==> config.mk <==
export PLATFORM = sky130hd
export DESIGN_NAME = exec_core
export DESIGN_NICKNAME = d
export VERILOG_FILES = /design/src/hdl/exec_pkg.sv /design/src/hdl/exec_alu.sv /design/src/hdl/exec_core.sv
export SDC_FILE = /design/constraint.sdc
export NUM_CORES = 2
export LEC_CHECK = 0
export CORE_MARGIN = 5
export CORE_UTILIZATION = 40
export DETAILED_ROUTE_END_ITERATION = 7
export DONT_BUFFER_PORTS = 1
export GPL_ROUTABILITY_DRIVEN = 0
export PLACE_DENSITY = 0.63
export RECOVER_POWER = 100
export SYNTH_ARGS = -nofsm -noshare
export SYNTH_HDL_FRONTEND = slang
export SYNTH_SLANG_ARGS = --single-unit
==> constraint.sdc <==
create_clock -name i_clk -period 4.9 [get_ports i_clk]
set_input_delay 0 -clock i_clk [delete_from_list [all_inputs] [get_ports i_clk]]
set_output_delay 0 -clock i_clk [all_outputs]
set_load 0.02 [all_outputs]
==> src/hdl/exec_pkg.sv <==
// Purpose: shared types and constants of the arithmetic and branch execution unit
// Assumes: one clock, 8-bit data, 16-bit program counter
// Notes:   cycle counts are per instruction
package exec_pkg;

  typedef enum logic [5:0] {
    OP_REG_ADD             = 6'h00, OP_CARRY_ADD          = 6'h01, OP_WORD_IMM_ADD     = 6'h02,
    OP_REG_MINUS           = 6'h03, OP_IMM_MINUS          = 6'h04, OP_MINUS_WITH_BORROW = 6'h05,
    OP_IMM_MINUS_BORROW    = 6'h06, OP_WORD_IMM_MINUS     = 6'h07, OP_REG_BIT_CONJ     = 6'h08,
    OP_IMM_BIT_CONJ        = 6'h09, OP_REG_BIT_DISJ       = 6'h0A, OP_IMM_BIT_DISJ     = 6'h0B,
    OP_BIT_XOR_OP          = 6'h0C, OP_ONES_INV           = 6'h0D, OP_TWOS_INVERT      = 6'h0E,
    OP_MASK_SET_OP         = 6'h0F, OP_MASK_CLEAR_OP      = 6'h10, OP_PLUS_ONE         = 6'h11,
    OP_MINUS_ONE           = 6'h12, OP_ZERO_NEG_TEST      = 6'h13, OP_ZERO_FILL        = 6'h14,
    OP_ONES_FILL           = 6'h15, OP_REL_JUMP           = 6'h16, OP_PTR_JUMP         = 6'h17,
    OP_REL_CALL            = 6'h18, OP_PTR_CALL           = 6'h19, OP_SUB_EXIT         = 6'h1A,
    OP_IRQ_EXIT            = 6'h1B, OP_EQUAL_SKIP         = 6'h1C, OP_COMPARE_OP       = 6'h1D,
    OP_COMPARE_WITH_BORROW = 6'h1E, OP_IMM_COMPARE        = 6'h1F, OP_IO_BIT_SET       = 6'h20,
    OP_IO_BIT_CLEAR        = 6'h21, OP_IO_BIT_HIGH_SKIP   = 6'h22, OP_IO_BIT_LOW_SKIP  = 6'h23,
    OP_IO_STORE            = 6'h24, OP_IO_FETCH           = 6'h25, OP_IMM_LOAD         = 6'h26
  } op_type;

  typedef enum logic [2:0] {
    ALU_SUM  = 3'h0, ALU_DIFF = 3'h1, ALU_CONJ = 3'h2, ALU_DISJ = 3'h3,
    ALU_XOR  = 3'h4, ALU_INV  = 3'h5, ALU_PASS = 3'h6
  } alu_type;

  typedef enum logic [0:0] {
    ST_IDLE = 1'h0,
    ST_BUSY = 1'h1
  } state_type;

  localparam logic [2:0] CYC_ONE   = 3'h1;
  localparam logic [2:0] CYC_TWO   = 3'h2;
  localparam logic [2:0] CYC_THREE = 3'h3;
  localparam logic [2:0] CYC_FOUR  = 3'h4;

  // Status register bit positions
  localparam int SR_C = 0;
  localparam int SR_Z = 1;
  localparam int SR_N = 2;
  localparam int SR_V = 3;
  localparam int SR_S = 4;
  localparam int SR_H = 5;
  localparam int SR_I = 7;

  localparam logic [7:0] MASK_ARITH = 8'h3F;
  localparam logic [7:0] MASK_LOGIC = 8'h1E;
  localparam logic [7:0] MASK_INV   = 8'h1F;
  localparam logic [7:0] MASK_WORD  = 8'h1F;
  localparam logic [7:0] MASK_NONE  = 8'h00;

  localparam logic [7:0]  SREG_RST = 8'h00;
  localparam logic [15:0] PC_RST   = 16'h0000;
  localparam logic [7:0]  IO_RST   = 8'h00;

  localparam logic [5:0] IO_BIT_LIMIT   = 6'h1F;
  localparam logic [4:0] IO_STATUS_ADDR = 5'h08;
  localparam logic [4:0] IO_CTRL_ADDR   = 5'h09;
  localparam logic [7:0] IO_STATUS_W1C  = 8'hF0;
  localparam logic [4:0] PTR_LO_IDX     = 5'h1E;
  localparam logic [4:0] PTR_HI_IDX     = 5'h1F;

  localparam int STACK_DEPTH = 16;
  localparam int SP_W        = 4;

endpackage

==> src/hdl/exec_alu.sv <==
// Purpose: 8-bit combinational ALU stage with carry, half-carry, overflow
// Assumes: caller derives zero and negative from o_res
// Notes:   o_c is the borrow for the difference kind
`timescale 1ns/1ps
`default_nettype none
module exec_alu (
  input  wire exec_pkg::alu_type i_kind,
  input  wire logic [7:0]        i_a,
  input  wire logic [7:0]        i_b,
  input  wire logic              i_cin,
  output logic      [7:0]        o_res,
  output logic                   o_h,
  output logic                   o_v,
  output logic                   o_c
);
  logic [8:0] sum_w;
  logic       a3, b3, r3, a7, b7, r7;

  always_comb begin
    sum_w = 9'h000;
    o_res = 8'h00;
    o_h   = 1'b0;
    o_v   = 1'b0;
    o_c   = 1'b0;
    case (i_kind)
      exec_pkg::ALU_SUM: begin
        sum_w = {1'b0, i_a} + {1'b0, i_b} + {8'h00, i_cin};
        o_res = sum_w[7:0];
        o_h   = (a3 & b3) | (b3 & ~r3) | (~r3 & a3);
        o_v   = (a7 & b7 & ~r7) | (~a7 & ~b7 & r7);
        o_c   = sum_w[8];
      end
      exec_pkg::ALU_DIFF: begin
        sum_w = {1'b0, i_a} - {1'b0, i_b} - {8'h00, i_cin};
        o_res = sum_w[7:0];
        o_h   = (~a3 & b3) | (b3 & r3) | (r3 & ~a3);
        o_v   = (a7 & ~b7 & ~r7) | (~a7 & b7 & r7);
        o_c   = sum_w[8];
      end
      exec_pkg::ALU_CONJ: o_res = i_a & i_b;
      exec_pkg::ALU_DISJ: o_res = i_a | i_b;
      exec_pkg::ALU_XOR:  o_res = i_a ^ i_b;
      exec_pkg::ALU_INV: begin
        o_res = 8'hFF - i_a;
        o_c   = 1'b1;
      end
      exec_pkg::ALU_PASS: o_res = i_b;
      default:            o_res = 8'h00;
    endcase
  end

  assign a3 = i_a[3];
  assign b3 = i_b[3];
  assign r3 = sum_w[3];
  assign a7 = i_a[7];
  assign b7 = i_b[7];
  assign r7 = sum_w[7];

endmodule
`default_nettype wire

==> src/hdl/exec_core.sv <==
// Purpose: execution unit for ALU, word, compare, branch and I/O bit instructions
// Assumes: i_valid offers one instruction, taken while o_ready is high
// Notes:   architectural state changes at the taking edge; o_ready stays low for the rest of
//          the instruction's cycle count and o_done marks its last cycle
//
// Overview of operation
// - Add with carry: Rd+Rr+C, six flags, one clock
// - Word immediate add on pair, two clocks
// - Immediate subtract into register, one clock
// - Register subtract with borrow, one clock
// - Immediate subtract with borrow, one clock
// - Word immediate subtract on pair, two clocks
// - Immediate AND, only Z N V S change
// - Immediate OR, only Z N V S change
// - Mask set ORs immediate into register
// - Mask clear ANDs with 0xFF minus mask
// - Test ANDs register with itself, no write
// - Pointer jump loads PC from pair, two clocks
// - Pointer call pushes return, three clocks
// - Immediate compare sets flags, stores nothing
// - Equal skip steps over next instruction
// - Bit access only at I/O 0x00..0x1F
// - Bit set/clear touch only addressed bit
// - Some status flags clear on written one
`timescale 1ns/1ps
`default_nettype none
module exec_core (
  input  wire logic                 i_clk,
  input  wire logic                 i_rst_n,
  input  wire logic                 i_valid,
  input  wire exec_pkg::op_type     i_op,
  input  wire logic [4:0]           i_rd_idx,
  input  wire logic [4:0]           i_rr_idx,
  input  wire logic [7:0]           i_imm,
  input  wire logic [11:0]          i_rel_off,
  input  wire logic [5:0]           i_io_addr,
  input  wire logic [2:0]           i_bit_idx,
  input  wire logic                 i_next_two_word,
  input  wire logic [7:0]           i_flag_set,
  input  wire logic [4:0]           i_peek_idx,
  output logic                      o_ready,
  output logic                      o_done,
  output logic                      o_bad_addr,
  output logic [15:0]               o_pc,
  output logic [7:0]                o_sreg,
  output logic [exec_pkg::SP_W-1:0] o_sp,
  output logic [7:0]                o_peek_data,
  output logic [7:0]                o_io_status,
  output logic [7:0]                o_io_ctrl
);

  // Only the status byte holds flags that clear on a written one
  function automatic logic [7:0] w1c_of(input logic [4:0] addr);
    w1c_of = (addr == exec_pkg::IO_STATUS_ADDR) ? exec_pkg::IO_STATUS_W1C : 8'h00;
  endfunction

  // Writes only the selected bits; a one on a clear-on-one bit clears it
  function automatic logic [7:0] io_apply(input logic [7:0] old, input logic [7:0] data,
                                          input logic [7:0] sel, input logic [7:0] w1c);
    logic [7:0] plain;
    plain    = sel & ~w1c;
    io_apply = (old & ~plain) | (data & plain);
    io_apply = io_apply & ~(data & sel & w1c);
  endfunction

  logic [7:0]                gpr_r [32];
  logic [7:0]                io_r [32];
  logic [7:0]                io_nxt [32];
  logic [15:0]               stack_r [exec_pkg::STACK_DEPTH];
  logic [exec_pkg::SP_W-1:0] sp_r, sp_nxt;
  logic [15:0]               pc_r, pc_nxt;
  logic [7:0]                sreg_r, sreg_nxt;
  logic [7:0]                peek_r, peek_nxt;
  logic                      ready_r, ready_nxt;
  logic                      done_r, done_nxt;
  logic                      bad_r, bad_nxt;
  exec_pkg::state_type       state_r, state_nxt;
  logic [2:0]                cnt_r, cnt_nxt;

  exec_pkg::alu_type         kind;
  logic [7:0]                a_op, b_op, alu_res;
  logic                      cin, alu_h, alu_v, alu_c;
  logic                      accept, word_op, chain_z, skip, push, pop, set_i, bad;
  logic                      wr_lo, wr_hi, io_wr;
  logic [7:0]                wr_lo_data, wr_hi_data, mask, cand, io_data, io_sel;
  logic [15:0]               pair, word_res, ptr, ret_addr, rel_tgt;
  logic [2:0]                cyc;
  logic                      fl_z, fl_n, fl_v, fl_c, fl_h, io_ok;
  logic [4:0]                rd_hi_idx;

  exec_alu u_alu (
    .i_kind (kind),
    .i_a    (a_op),
    .i_b    (b_op),
    .i_cin  (cin),
    .o_res  (alu_res),
    .o_h    (alu_h),
    .o_v    (alu_v),
    .o_c    (alu_c)
  );

  assign accept    = i_valid && ready_r && (state_r == exec_pkg::ST_IDLE);
  assign rd_hi_idx = i_rd_idx + 5'h01;
  assign pair      = {gpr_r[rd_hi_idx], gpr_r[i_rd_idx]};
  assign ptr       = {gpr_r[exec_pkg::PTR_HI_IDX], gpr_r[exec_pkg::PTR_LO_IDX]};
  assign ret_addr  = pc_r + 16'h0001;
  assign rel_tgt   = pc_r + {{4{i_rel_off[11]}}, i_rel_off} + 16'h0001;
  // Reserved addresses are refused, never written
  assign io_ok     = (i_io_addr <= exec_pkg::IO_BIT_LIMIT);

  // Instruction decode and datapath
  always_comb begin
    kind       = exec_pkg::ALU_SUM;
    a_op       = gpr_r[i_rd_idx];
    b_op       = gpr_r[i_rr_idx];
    cin        = 1'b0;
    word_op    = 1'b0;
    word_res   = 16'h0000;
    chain_z    = 1'b0;
    wr_lo      = 1'b0;
    wr_hi      = 1'b0;
    wr_lo_data = alu_res;
    wr_hi_data = 8'h00;
    mask       = exec_pkg::MASK_NONE;
    cyc        = exec_pkg::CYC_ONE;
    pc_nxt     = ret_addr;
    skip       = 1'b0;
    push       = 1'b0;
    pop        = 1'b0;
    set_i      = 1'b0;
    bad        = 1'b0;
    io_wr      = 1'b0;
    io_sel     = 8'h00;
    io_data    = 8'h00;
    case (i_op)
      exec_pkg::OP_REG_ADD: begin
        wr_lo = 1'b1;
        mask  = exec_pkg::MASK_ARITH;
      end
      exec_pkg::OP_CARRY_ADD: begin
        cin   = sreg_r[exec_pkg::SR_C];
        wr_lo = 1'b1;
        mask  = exec_pkg::MASK_ARITH;
      end
      exec_pkg::OP_REG_MINUS, exec_pkg::OP_IMM_MINUS: begin
        kind  = exec_pkg::ALU_DIFF;
        b_op  = (i_op == exec_pkg::OP_IMM_MINUS) ? i_imm : gpr_r[i_rr_idx];
        wr_lo = 1'b1;
        mask  = exec_pkg::MASK_ARITH;
      end
      exec_pkg::OP_MINUS_WITH_BORROW, exec_pkg::OP_IMM_MINUS_BORROW: begin
        kind    = exec_pkg::ALU_DIFF;
        b_op    = (i_op == exec_pkg::OP_IMM_MINUS_BORROW) ? i_imm : gpr_r[i_rr_idx];
        cin     = sreg_r[exec_pkg::SR_C];
        chain_z = 1'b1;
        wr_lo   = 1'b1;
        mask    = exec_pkg::MASK_ARITH;
      end
      exec_pkg::OP_WORD_IMM_ADD, exec_pkg::OP_WORD_IMM_MINUS: begin
        word_op    = 1'b1;
        word_res   = (i_op == exec_pkg::OP_WORD_IMM_ADD) ? pair + {10'h000, i_imm[5:0]}
                                                        : pair - {10'h000, i_imm[5:0]};
        wr_lo      = 1'b1;
        wr_hi      = 1'b1;
        wr_lo_data = word_res[7:0];
        wr_hi_data = word_res[15:8];
        mask       = exec_pkg::MASK_WORD;
        cyc        = exec_pkg::CYC_TWO;
      end
      exec_pkg::OP_REG_BIT_CONJ, exec_pkg::OP_IMM_BIT_CONJ: begin
        kind  = exec_pkg::ALU_CONJ;
        b_op  = (i_op == exec_pkg::OP_IMM_BIT_CONJ) ? i_imm : gpr_r[i_rr_idx];
        wr_lo = 1'b1;
        mask  = exec_pkg::MASK_LOGIC;
      end
      exec_pkg::OP_REG_BIT_DISJ, exec_pkg::OP_IMM_BIT_DISJ, exec_pkg::OP_MASK_SET_OP: begin
        kind  = exec_pkg::ALU_DISJ;
        b_op  = (i_op == exec_pkg::OP_REG_BIT_DISJ) ? gpr_r[i_rr_idx] : i_imm;
        wr_lo = 1'b1;
        mask  = exec_pkg::MASK_LOGIC;
      end
      exec_pkg::OP_MASK_CLEAR_OP: begin
        kind  = exec_pkg::ALU_CONJ;
        b_op  = 8'hFF - i_imm;
        wr_lo = 1'b1;
        mask  = exec_pkg::MASK_LOGIC;
      end
      exec_pkg::OP_BIT_XOR_OP, exec_pkg::OP_ZERO_FILL: begin
        kind  = exec_pkg::ALU_XOR;
        b_op  = (i_op == exec_pkg::OP_ZERO_FILL) ? gpr_r[i_rd_idx] : gpr_r[i_rr_idx];
        wr_lo = 1'b1;
        mask  = exec_pkg::MASK_LOGIC;
      end
      exec_pkg::OP_ONES_INV: begin
        kind  = exec_pkg::ALU_INV;
        wr_lo = 1'b1;
        mask  = exec_pkg::MASK_INV;
      end
      exec_pkg::OP_TWOS_INVERT: begin
        kind  = exec_pkg::ALU_DIFF;
        a_op  = 8'h00;
        b_op  = gpr_r[i_rd_idx];
        wr_lo = 1'b1;
        mask  = exec_pkg::MASK_ARITH;
      end
      exec_pkg::OP_PLUS_ONE, exec_pkg::OP_MINUS_ONE: begin
        kind  = (i_op == exec_pkg::OP_PLUS_ONE) ? exec_pkg::ALU_SUM : exec_pkg::ALU_DIFF;
        b_op  = 8'h01;
        wr_lo = 1'b1;
        mask  = exec_pkg::MASK_LOGIC;
      end
      exec_pkg::OP_ZERO_NEG_TEST: begin
        kind = exec_pkg::ALU_CONJ;
        b_op = gpr_r[i_rd_idx];
        mask = exec_pkg::MASK_LOGIC;
      end
      exec_pkg::OP_ONES_FILL, exec_pkg::OP_IMM_LOAD: begin
        kind  = exec_pkg::ALU_PASS;
        b_op  = (i_op == exec_pkg::OP_ONES_FILL) ? 8'hFF : i_imm;
        wr_lo = 1'b1;
      end
      exec_pkg::OP_COMPARE_OP, exec_pkg::OP_IMM_COMPARE: begin
        kind = exec_pkg::ALU_DIFF;
        b_op = (i_op == exec_pkg::OP_IMM_COMPARE) ? i_imm : gpr_r[i_rr_idx];
        mask = exec_pkg::MASK_ARITH;
      end
      exec_pkg::OP_COMPARE_WITH_BORROW: begin
        kind    = exec_pkg::ALU_DIFF;
        cin     = sreg_r[exec_pkg::SR_C];
        chain_z = 1'b1;
        mask    = exec_pkg::MASK_ARITH;
      end
      exec_pkg::OP_REL_JUMP: begin
        pc_nxt = rel_tgt;
        cyc    = exec_pkg::CYC_TWO;
      end
      exec_pkg::OP_PTR_JUMP: begin
        pc_nxt = ptr;
        cyc    = exec_pkg::CYC_TWO;
      end
      exec_pkg::OP_REL_CALL, exec_pkg::OP_PTR_CALL: begin
        pc_nxt = (i_op == exec_pkg::OP_PTR_CALL) ? ptr : rel_tgt;
        push   = 1'b1;
        cyc    = exec_pkg::CYC_THREE;
      end
      exec_pkg::OP_SUB_EXIT, exec_pkg::OP_IRQ_EXIT: begin
        pc_nxt = stack_r[sp_r - 4'h1];
        pop    = 1'b1;
        set_i  = (i_op == exec_pkg::OP_IRQ_EXIT);
        cyc    = exec_pkg::CYC_FOUR;
      end
      exec_pkg::OP_EQUAL_SKIP: skip = (gpr_r[i_rd_idx] == gpr_r[i_rr_idx]);
      exec_pkg::OP_IO_BIT_SET, exec_pkg::OP_IO_BIT_CLEAR: begin
        bad     = !io_ok;
        io_wr   = io_ok;
        io_sel  = 8'h01 << i_bit_idx;
        io_data = (i_op == exec_pkg::OP_IO_BIT_SET) ? io_sel : 8'h00;
        cyc     = exec_pkg::CYC_TWO;
      end
      exec_pkg::OP_IO_BIT_HIGH_SKIP, exec_pkg::OP_IO_BIT_LOW_SKIP: begin
        bad  = !io_ok;
        skip = io_ok && (io_r[i_io_addr[4:0]][i_bit_idx] == (i_op == exec_pkg::OP_IO_BIT_HIGH_SKIP));
      end
      exec_pkg::OP_IO_STORE: begin
        bad     = !io_ok;
        io_wr   = io_ok;
        io_sel  = 8'hFF;
        io_data = gpr_r[i_rd_idx];
      end
      exec_pkg::OP_IO_FETCH: begin
        bad        = !io_ok;
        wr_lo      = io_ok;
        wr_lo_data = io_r[i_io_addr[4:0]];
      end
      default: bad = 1'b0;
    endcase
    // Skip length follows the skipped instruction's size
    if (skip) begin
      pc_nxt = pc_r + (i_next_two_word ? 16'h0003 : 16'h0002);
      cyc    = i_next_two_word ? exec_pkg::CYC_THREE : exec_pkg::CYC_TWO;
    end
  end

  // Flag candidates
  always_comb begin
    if (word_op) begin
      fl_c = (i_op == exec_pkg::OP_WORD_IMM_ADD) ? (~word_res[15] & pair[15])
                                                 : (word_res[15] & ~pair[15]);
      fl_v = (i_op == exec_pkg::OP_WORD_IMM_ADD) ? (~pair[15] & word_res[15])
                                                 : (pair[15] & ~word_res[15]);
      fl_n = word_res[15];
      fl_z = (word_res == 16'h0000);
      fl_h = sreg_r[exec_pkg::SR_H];
    end else begin
      fl_c = alu_c;
      fl_v = alu_v;
      fl_n = alu_res[7];
      // Borrow forms keep Z cleared once an earlier byte was nonzero
      fl_z = (alu_res == 8'h00) && (!chain_z || sreg_r[exec_pkg::SR_Z]);
      fl_h = alu_h;
    end
    cand     = {sreg_r[7:6], fl_h, fl_n ^ fl_v, fl_v, fl_n, fl_z, fl_c};
    sreg_nxt = sreg_r;
    if (accept) begin
      sreg_nxt = (sreg_r & ~mask) | (cand & mask);
      if (set_i) begin
        sreg_nxt[exec_pkg::SR_I] = 1'b1;
      end
    end
  end

  // I/O bytes; a flag set beats a same-cycle clear
  always_comb begin
    for (int k = 0; k < 32; k++) begin
      io_nxt[k] = io_r[k];
      if (accept && io_wr && (i_io_addr[4:0] == 5'(k))) begin
        io_nxt[k] = io_apply(io_r[k], io_data, io_sel, w1c_of(5'(k)));
      end
    end
    io_nxt[exec_pkg::IO_STATUS_ADDR] = io_nxt[exec_pkg::IO_STATUS_ADDR]
                                       | (i_flag_set & exec_pkg::IO_STATUS_W1C);
  end

  // Sequencing and program counter
  always_comb begin
    state_nxt = state_r;
    cnt_nxt   = cnt_r;
    ready_nxt = ready_r;
    done_nxt  = 1'b0;
    bad_nxt   = 1'b0;
    sp_nxt    = sp_r;
    peek_nxt  = gpr_r[i_peek_idx];
    case (state_r)
      exec_pkg::ST_IDLE: begin
        if (accept) begin
          bad_nxt = bad;
          if (push) begin
            sp_nxt = sp_r + 4'h1;
          end else if (pop) begin
            sp_nxt = sp_r - 4'h1;
          end
          if (cyc == exec_pkg::CYC_ONE) begin
            done_nxt = 1'b1;
          end else begin
            state_nxt = exec_pkg::ST_BUSY;
            cnt_nxt   = cyc - exec_pkg::CYC_ONE;
            ready_nxt = 1'b0;
          end
        end
      end
      exec_pkg::ST_BUSY: begin
        cnt_nxt = cnt_r - exec_pkg::CYC_ONE;
        if (cnt_r == exec_pkg::CYC_ONE) begin
          state_nxt = exec_pkg::ST_IDLE;
          ready_nxt = 1'b1;
          done_nxt  = 1'b1;
        end
      end
      default: begin
        state_nxt = exec_pkg::ST_IDLE;
        ready_nxt = 1'b1;
      end
    endcase
  end

  always_ff @(posedge i_clk or negedge i_rst_n) begin
    if (!i_rst_n) begin
      state_r <= exec_pkg::ST_IDLE;
      cnt_r   <= 3'h0;
      ready_r <= 1'b1;
      done_r  <= 1'b0;
      bad_r   <= 1'b0;
      pc_r    <= exec_pkg::PC_RST;
      sreg_r  <= exec_pkg::SREG_RST;
      sp_r    <= '0;
      peek_r  <= 8'h00;
      for (int k = 0; k < 32; k++) begin
        gpr_r[k] <= 8'h00;
        io_r[k]  <= exec_pkg::IO_RST;
      end
      for (int k = 0; k < exec_pkg::STACK_DEPTH; k++) begin
        stack_r[k] <= 16'h0000;
      end
    end else begin
      state_r <= state_nxt;
      cnt_r   <= cnt_nxt;
      ready_r <= ready_nxt;
      done_r  <= done_nxt;
      bad_r   <= bad_nxt;
      sreg_r  <= sreg_nxt;
      sp_r    <= sp_nxt;
      peek_r  <= peek_nxt;
      io_r    <= io_nxt;
      if (accept) begin
        pc_r <= pc_nxt;
      end
      if (accept && wr_lo) begin
        gpr_r[i_rd_idx] <= wr_lo_data;
      end
      if (accept && wr_hi) begin
        gpr_r[rd_hi_idx] <= wr_hi_data;
      end
      // Stack wraps silently past STACK_DEPTH calls
      if (accept && push) begin
        stack_r[sp_r] <= ret_addr;
      end
    end
  end

  assign o_ready     = ready_r;
  assign o_done      = done_r;
  assign o_bad_addr  = bad_r;
  assign o_pc        = pc_r;
  assign o_sreg      = sreg_r;
  assign o_sp        = sp_r;
  assign o_peek_data = peek_r;
  assign o_io_status = io_r[exec_pkg::IO_STATUS_ADDR];
  assign o_io_ctrl   = io_r[exec_pkg::IO_CTRL_ADDR];

endmodule
`default_nettype wire

==> summary.txt <==
Floorplanning
  • Die W: ~370 um
  • Core area: between 0.1 and 0.15 sq mm
  • Initial Util: 0.4020
  • DIE AREA: 0.1354 sq mm
  • Top Ports: between 100 and 150
  • Chip height: roughly 370 um
  • Row count: around 130

GRT
  • Vias in the first global route: roughly 42k
  • GRT Util Overall: 0.2651
  • Largest net degree at the start of global routing: between 800 and 900
  • Initial antenna violation count: 11
  • Grt total ovfl: 0
  • Global-route wire length before repair: 274.8 mm

Power and ir drop
  • VDD IR-drop max: between 0.0002 and 0.0003 V
  • Leakage power: roughly 24 nW
  • Switch Pwr: between 3 and 4 mW
  • Flop pwr share: 0.430
  • Internal: between 10 and 15 mW
  • Gate power share: 0.094
  • Clock power frac: 0.476
  • Switch share: 0.2568
  • P per Cell Area: roughly 270 mW/mm^2

CTS
  • CTS max path bufs: 3
  • Total CTS buffers: 91
  • CTS clk-pin slew, worst paths: roughly 0.060 ns
  • Root Buffer Master: clkbuf_16
  • H-tree depth: 3
  • CTS tree: done
  • Clk_lat worst skew: roughly 0.75 ns
  • Clock sink count: 810

Synthesis
  • Unique masters post-synth: about 80
  • Main flop type after synthesis: dfrtp_1
  • Cell area after synthesis: roughly 0.051 sq mm
  • Post-synth EDFFs: 0
  • Mapped Nets: ~5k
  • Sequential cell area fraction in the yosys report: 0.3954
  • Asr flop ratio synth: 1.000
  • Syn Area/Cell: 10.40 sq um
  • Yosys Warn Count: 0
  • #FFs+latches synth: 810
  • Post-synthesis cell count: slightly below 5k

Layout
  • Sequential cell area: between 0.02 and 0.025 sq mm
  • Share of cells above drive strength 1: 0.2537
  • Final instance area: roughly 0.059 sq mm
  • Area delta synth->final: 14.43%
  • Footprint of the multi-input gates: about 0.029 sq mm
  • Fillers: about 12k
  • Nets: a little over 5k

Timing
  • Unrepaired setup endpoints after global routing: yes
  • Worst Max-Slew Pin Slew: 4.304 ns
  • Fin crit share: 1.009
  • Fin crit period: just under 5 ns
  • Final setup violation count: 18
  • Fmax: just over 0.2 GHz
  • Slew Viols, Final: between 700 and 800
  • Rel. slew slack: -1.869
  • Final hold vios: 0
  • Final setup margin: -0.04356 ns
  • Worst Skew: roughly 0.062 ns

Routing
  • First-pass detailed-route iteration total: 7
  • Iter 0 DRT Violations: 5983
  • Vias/cell: between 6 and 7
  • Residual DRC: 0
  • Routed len/inst: approximately 28 um
  • Via count: 43.31k
  • Total Wirelength: roughly 190 mm
  • ANT nets after route: 0

Worst setup path
  • Critical path's largest stage delay: approximately 1.2 ns
  • CP max stage cell: dlygate4sd3_1
  • Critical path type: input port to flop
  • Worst Setup Start Kind: input port
  • Crit. End Element: flop
  • Critical path buffers and inverters: 6
  • Crit Path Max Fanout: 19
  • Critical-path cell list: dlygate4sd3_1, nand2_1, nor2_1, a22oi_1, nand4_1, clkbuf_2, clkbuf_2, and2_0, inv_1, ha_1, nor2_1, o211a_1, nor4b_2, buf_4, o21ai_2, nand3b_1, nand2_2, nor3_4, a21oi_2, a21o_4, clkbuf_16, mux2_4, mux2_2
  • Critical Path RT: 5.49 ns
  • Top Family by Delay on Critical Path: buffers and inverters
  • Critical Path AT: around 5.5 ns

Place
  • Dpl hpwl: around 120 mm
  • Port bufs: 0
  • Placed cell area: between 0.05 and 0.06 sq mm
  • Setup WS pre-CTS: -0.1459 ns

Flow run
  • Max-Cap Viols: 11

Status
  • Status: finished, violations left
  • Failing checks: max-capacitance violations, max-slew violations, negative setup slack

Worst hold path
  • Worst Hold Class: input port to flop
==> worst min-delay path, stage by stage <==
cell and delay (ns):
nand2_1 0.04, a21oi_1 0.12, a211o_1 0.29, o311ai_1 0.12, mux2_2 0.15
==> metrics by stage <==
stage	TNS (ns)	instances	power [mW]	utilization	hold WS [ns]
finish	-0.3338	6733	15.55	0.4601	0.02371
global route	-50.10	6726	15.96	0.4599	0.02851
CTS	0	6703	15.37	0.4569	-0.9718
detailed placement	-2.245	6462	7.896	0.4254	-0.2014
global placement	-1.419	6462	7.887	0.4254	-0.1998
floorplan	0	4930	7.644	-	-0.2956
==> cell usage after synthesis (17+ instances only) <==
| master | n | area, sq um |
|---|---|---|
| dfrtp_1 | 809 | 20240 |
| nor2_1 | 666 | 2500 |
| nand2_1 | 407 | 1528 |
| mux4_2 | 385 | 8671 |
| mux2_2 | 338 | 3806 |
| clkbuf_1 | 327 | 1227 |
| o21ai_0 | 313 | 1567 |
| a21oi_1 | 305 | 1526 |
| mux2i_1 | 164 | 1642 |
| o211ai_1 | 139 | 1044 |
| nor3_1 | 102 | 510.5 |
| o22ai_1 | 95 | 594.3 |
| nand3_1 | 85 | 425.4 |
| ha_1 | 81 | 1013 |
| inv_1 | 74 | 277.8 |
| a22oi_1 | 62 | 465.5 |
| buf_2 | 48 | 240.2 |
| xnor2_1 | 44 | 385.4 |
| nand2b_1 | 43 | 269.0 |
| buf_1 | 37 | 138.9 |
| nor2b_1 | 35 | 219.0 |
| xor2_1 | 27 | 236.5 |
| buf_4 | 26 | 195.2 |
| a31oi_1 | 22 | 137.6 |
| nand4_1 | 21 | 131.4 |
| a221oi_1 | 20 | 175.2 |
| and3_1 | 20 | 125.1 |
| nor4_1 | 17 | 106.4 |
==> power groups by stage <==
| stage | combinational [mW] | clock (mW) | sequential, mW |
|---|---|---|---|
| after floorplan | 0.831 | 0 | 6.81 |
| after global placement | 1.07 | 0 | 6.81 |
| after detailed placement | 1.08 | 0 | 6.81 |
| after CTS | 1.19 | 7.50 | 6.69 |
| after global routing | 1.53 | 7.75 | 6.69 |
| final | 1.46 | 7.40 | 6.69 |
==> worst paths after layout <==
kind,from,to,slack (ns),cells past startpoint
min in group asynchronous,i_rst_n,gpr_r[210]$_DFF_PN0_,1.17,3
max in group asynchronous,i_rst_n,asynchronous set/reset pin,0.39,4
hold reg to reg,flop,flop,0.50,1
setup reg to reg,gpr_r[122]$_DFF_PN0_,gpr_r[135]$_DFF_PN0_,-0.04,20
hold / removal,i_op[3],flop,0.02,5
setup / recovery,i_rd_idx[3],gpr_r[135]$_DFF_PN0_,-0.04,23
==> kinds of logic after synthesis <==
kind of cell             Yosys count  share of synthesized area
AND/OR/NAND/NOR                 1462                     0.1227
AO/OA/AOI/OAI                   1085                     0.1291
multiplexers                     887                     0.2754
flip-flops                       810                     0.3954
buffers and inverters            525                    0.04268
adder cells (fa/ha/maj)           88                    0.02231
XOR/XNOR                          72                    0.01245
other                              1                 0.00007315
==> layout by cell type, fill, tap and decap left out, types with 16 or more instances in the layout <==
| master | instances |
|---|---|
| o211ai_1 | 139 |
| mux2_2 | 316 |
| o21ai_1 | 36 |
| nor4_1 | 16 |
| nand2b_1 | 43 |
| dlygate4sd3_1 | 74 |
| ha_1 | 79 |
| nand4_1 | 21 |
| mux2i_1 | 154 |
| mux4_2 | 385 |
| nor2b_1 | 34 |
| buf_4 | 279 |
| nand2_1 | 405 |
| a31oi_1 | 18 |
| mux2_4 | 19 |
| nor3_1 | 101 |
| o22ai_1 | 94 |
| nor2_1 | 660 |
| buf_12 | 16 |
| clkbuf_8 | 21 |
| inv_1 | 71 |
| clkbuf_1 | 45 |
| xnor2_1 | 42 |
| xor2_1 | 26 |
| a22oi_1 | 60 |
| o21ai_0 | 271 |
| a21oi_1 | 296 |
| nand3_1 | 84 |
| dfrtp_1 | 808 |
| and3_1 | 19 |
| clkbuf_16 | 95 |
==> layout make-up <==
class | count | share of cell area
multi-input combinational | 3595 | 0.4998
sequential | 810 | 0.3456
timing repair buffer | 413 | 0.05901
clock buffer | 130 | 0.04489
tap | 1662 | 0.03545
clock inverter | 35 | 0.009789
inverter | 79 | 0.005097
antenna | 9 | 0.0003839
==> routing by layer <==
layer | vias up | global-route usage | share of wire
met5 | - | 0 | 0.00037
met4 | 6 | 0.1217 | 0.056
met3 | 624 | 0.08650 | 0.12
met2 | 2640 | 0.3985 | 0.44
met1 | 21710 | 0.3493 | 0.39
li1 | 18330 | - | -
==> what timing repair did <==
action | CTS | global route
gates resized for setup | 6 | 110
setup buffers | 0 | 9
endpoints found under the hold margin | 1163 | 446
pin swaps | 0 | 28
setup endpoints to repair | 78 | 202
hold buffers | 76 | 3
cloned | 0 | 5
Note: power is estimated with default switching activity, not from simulation.
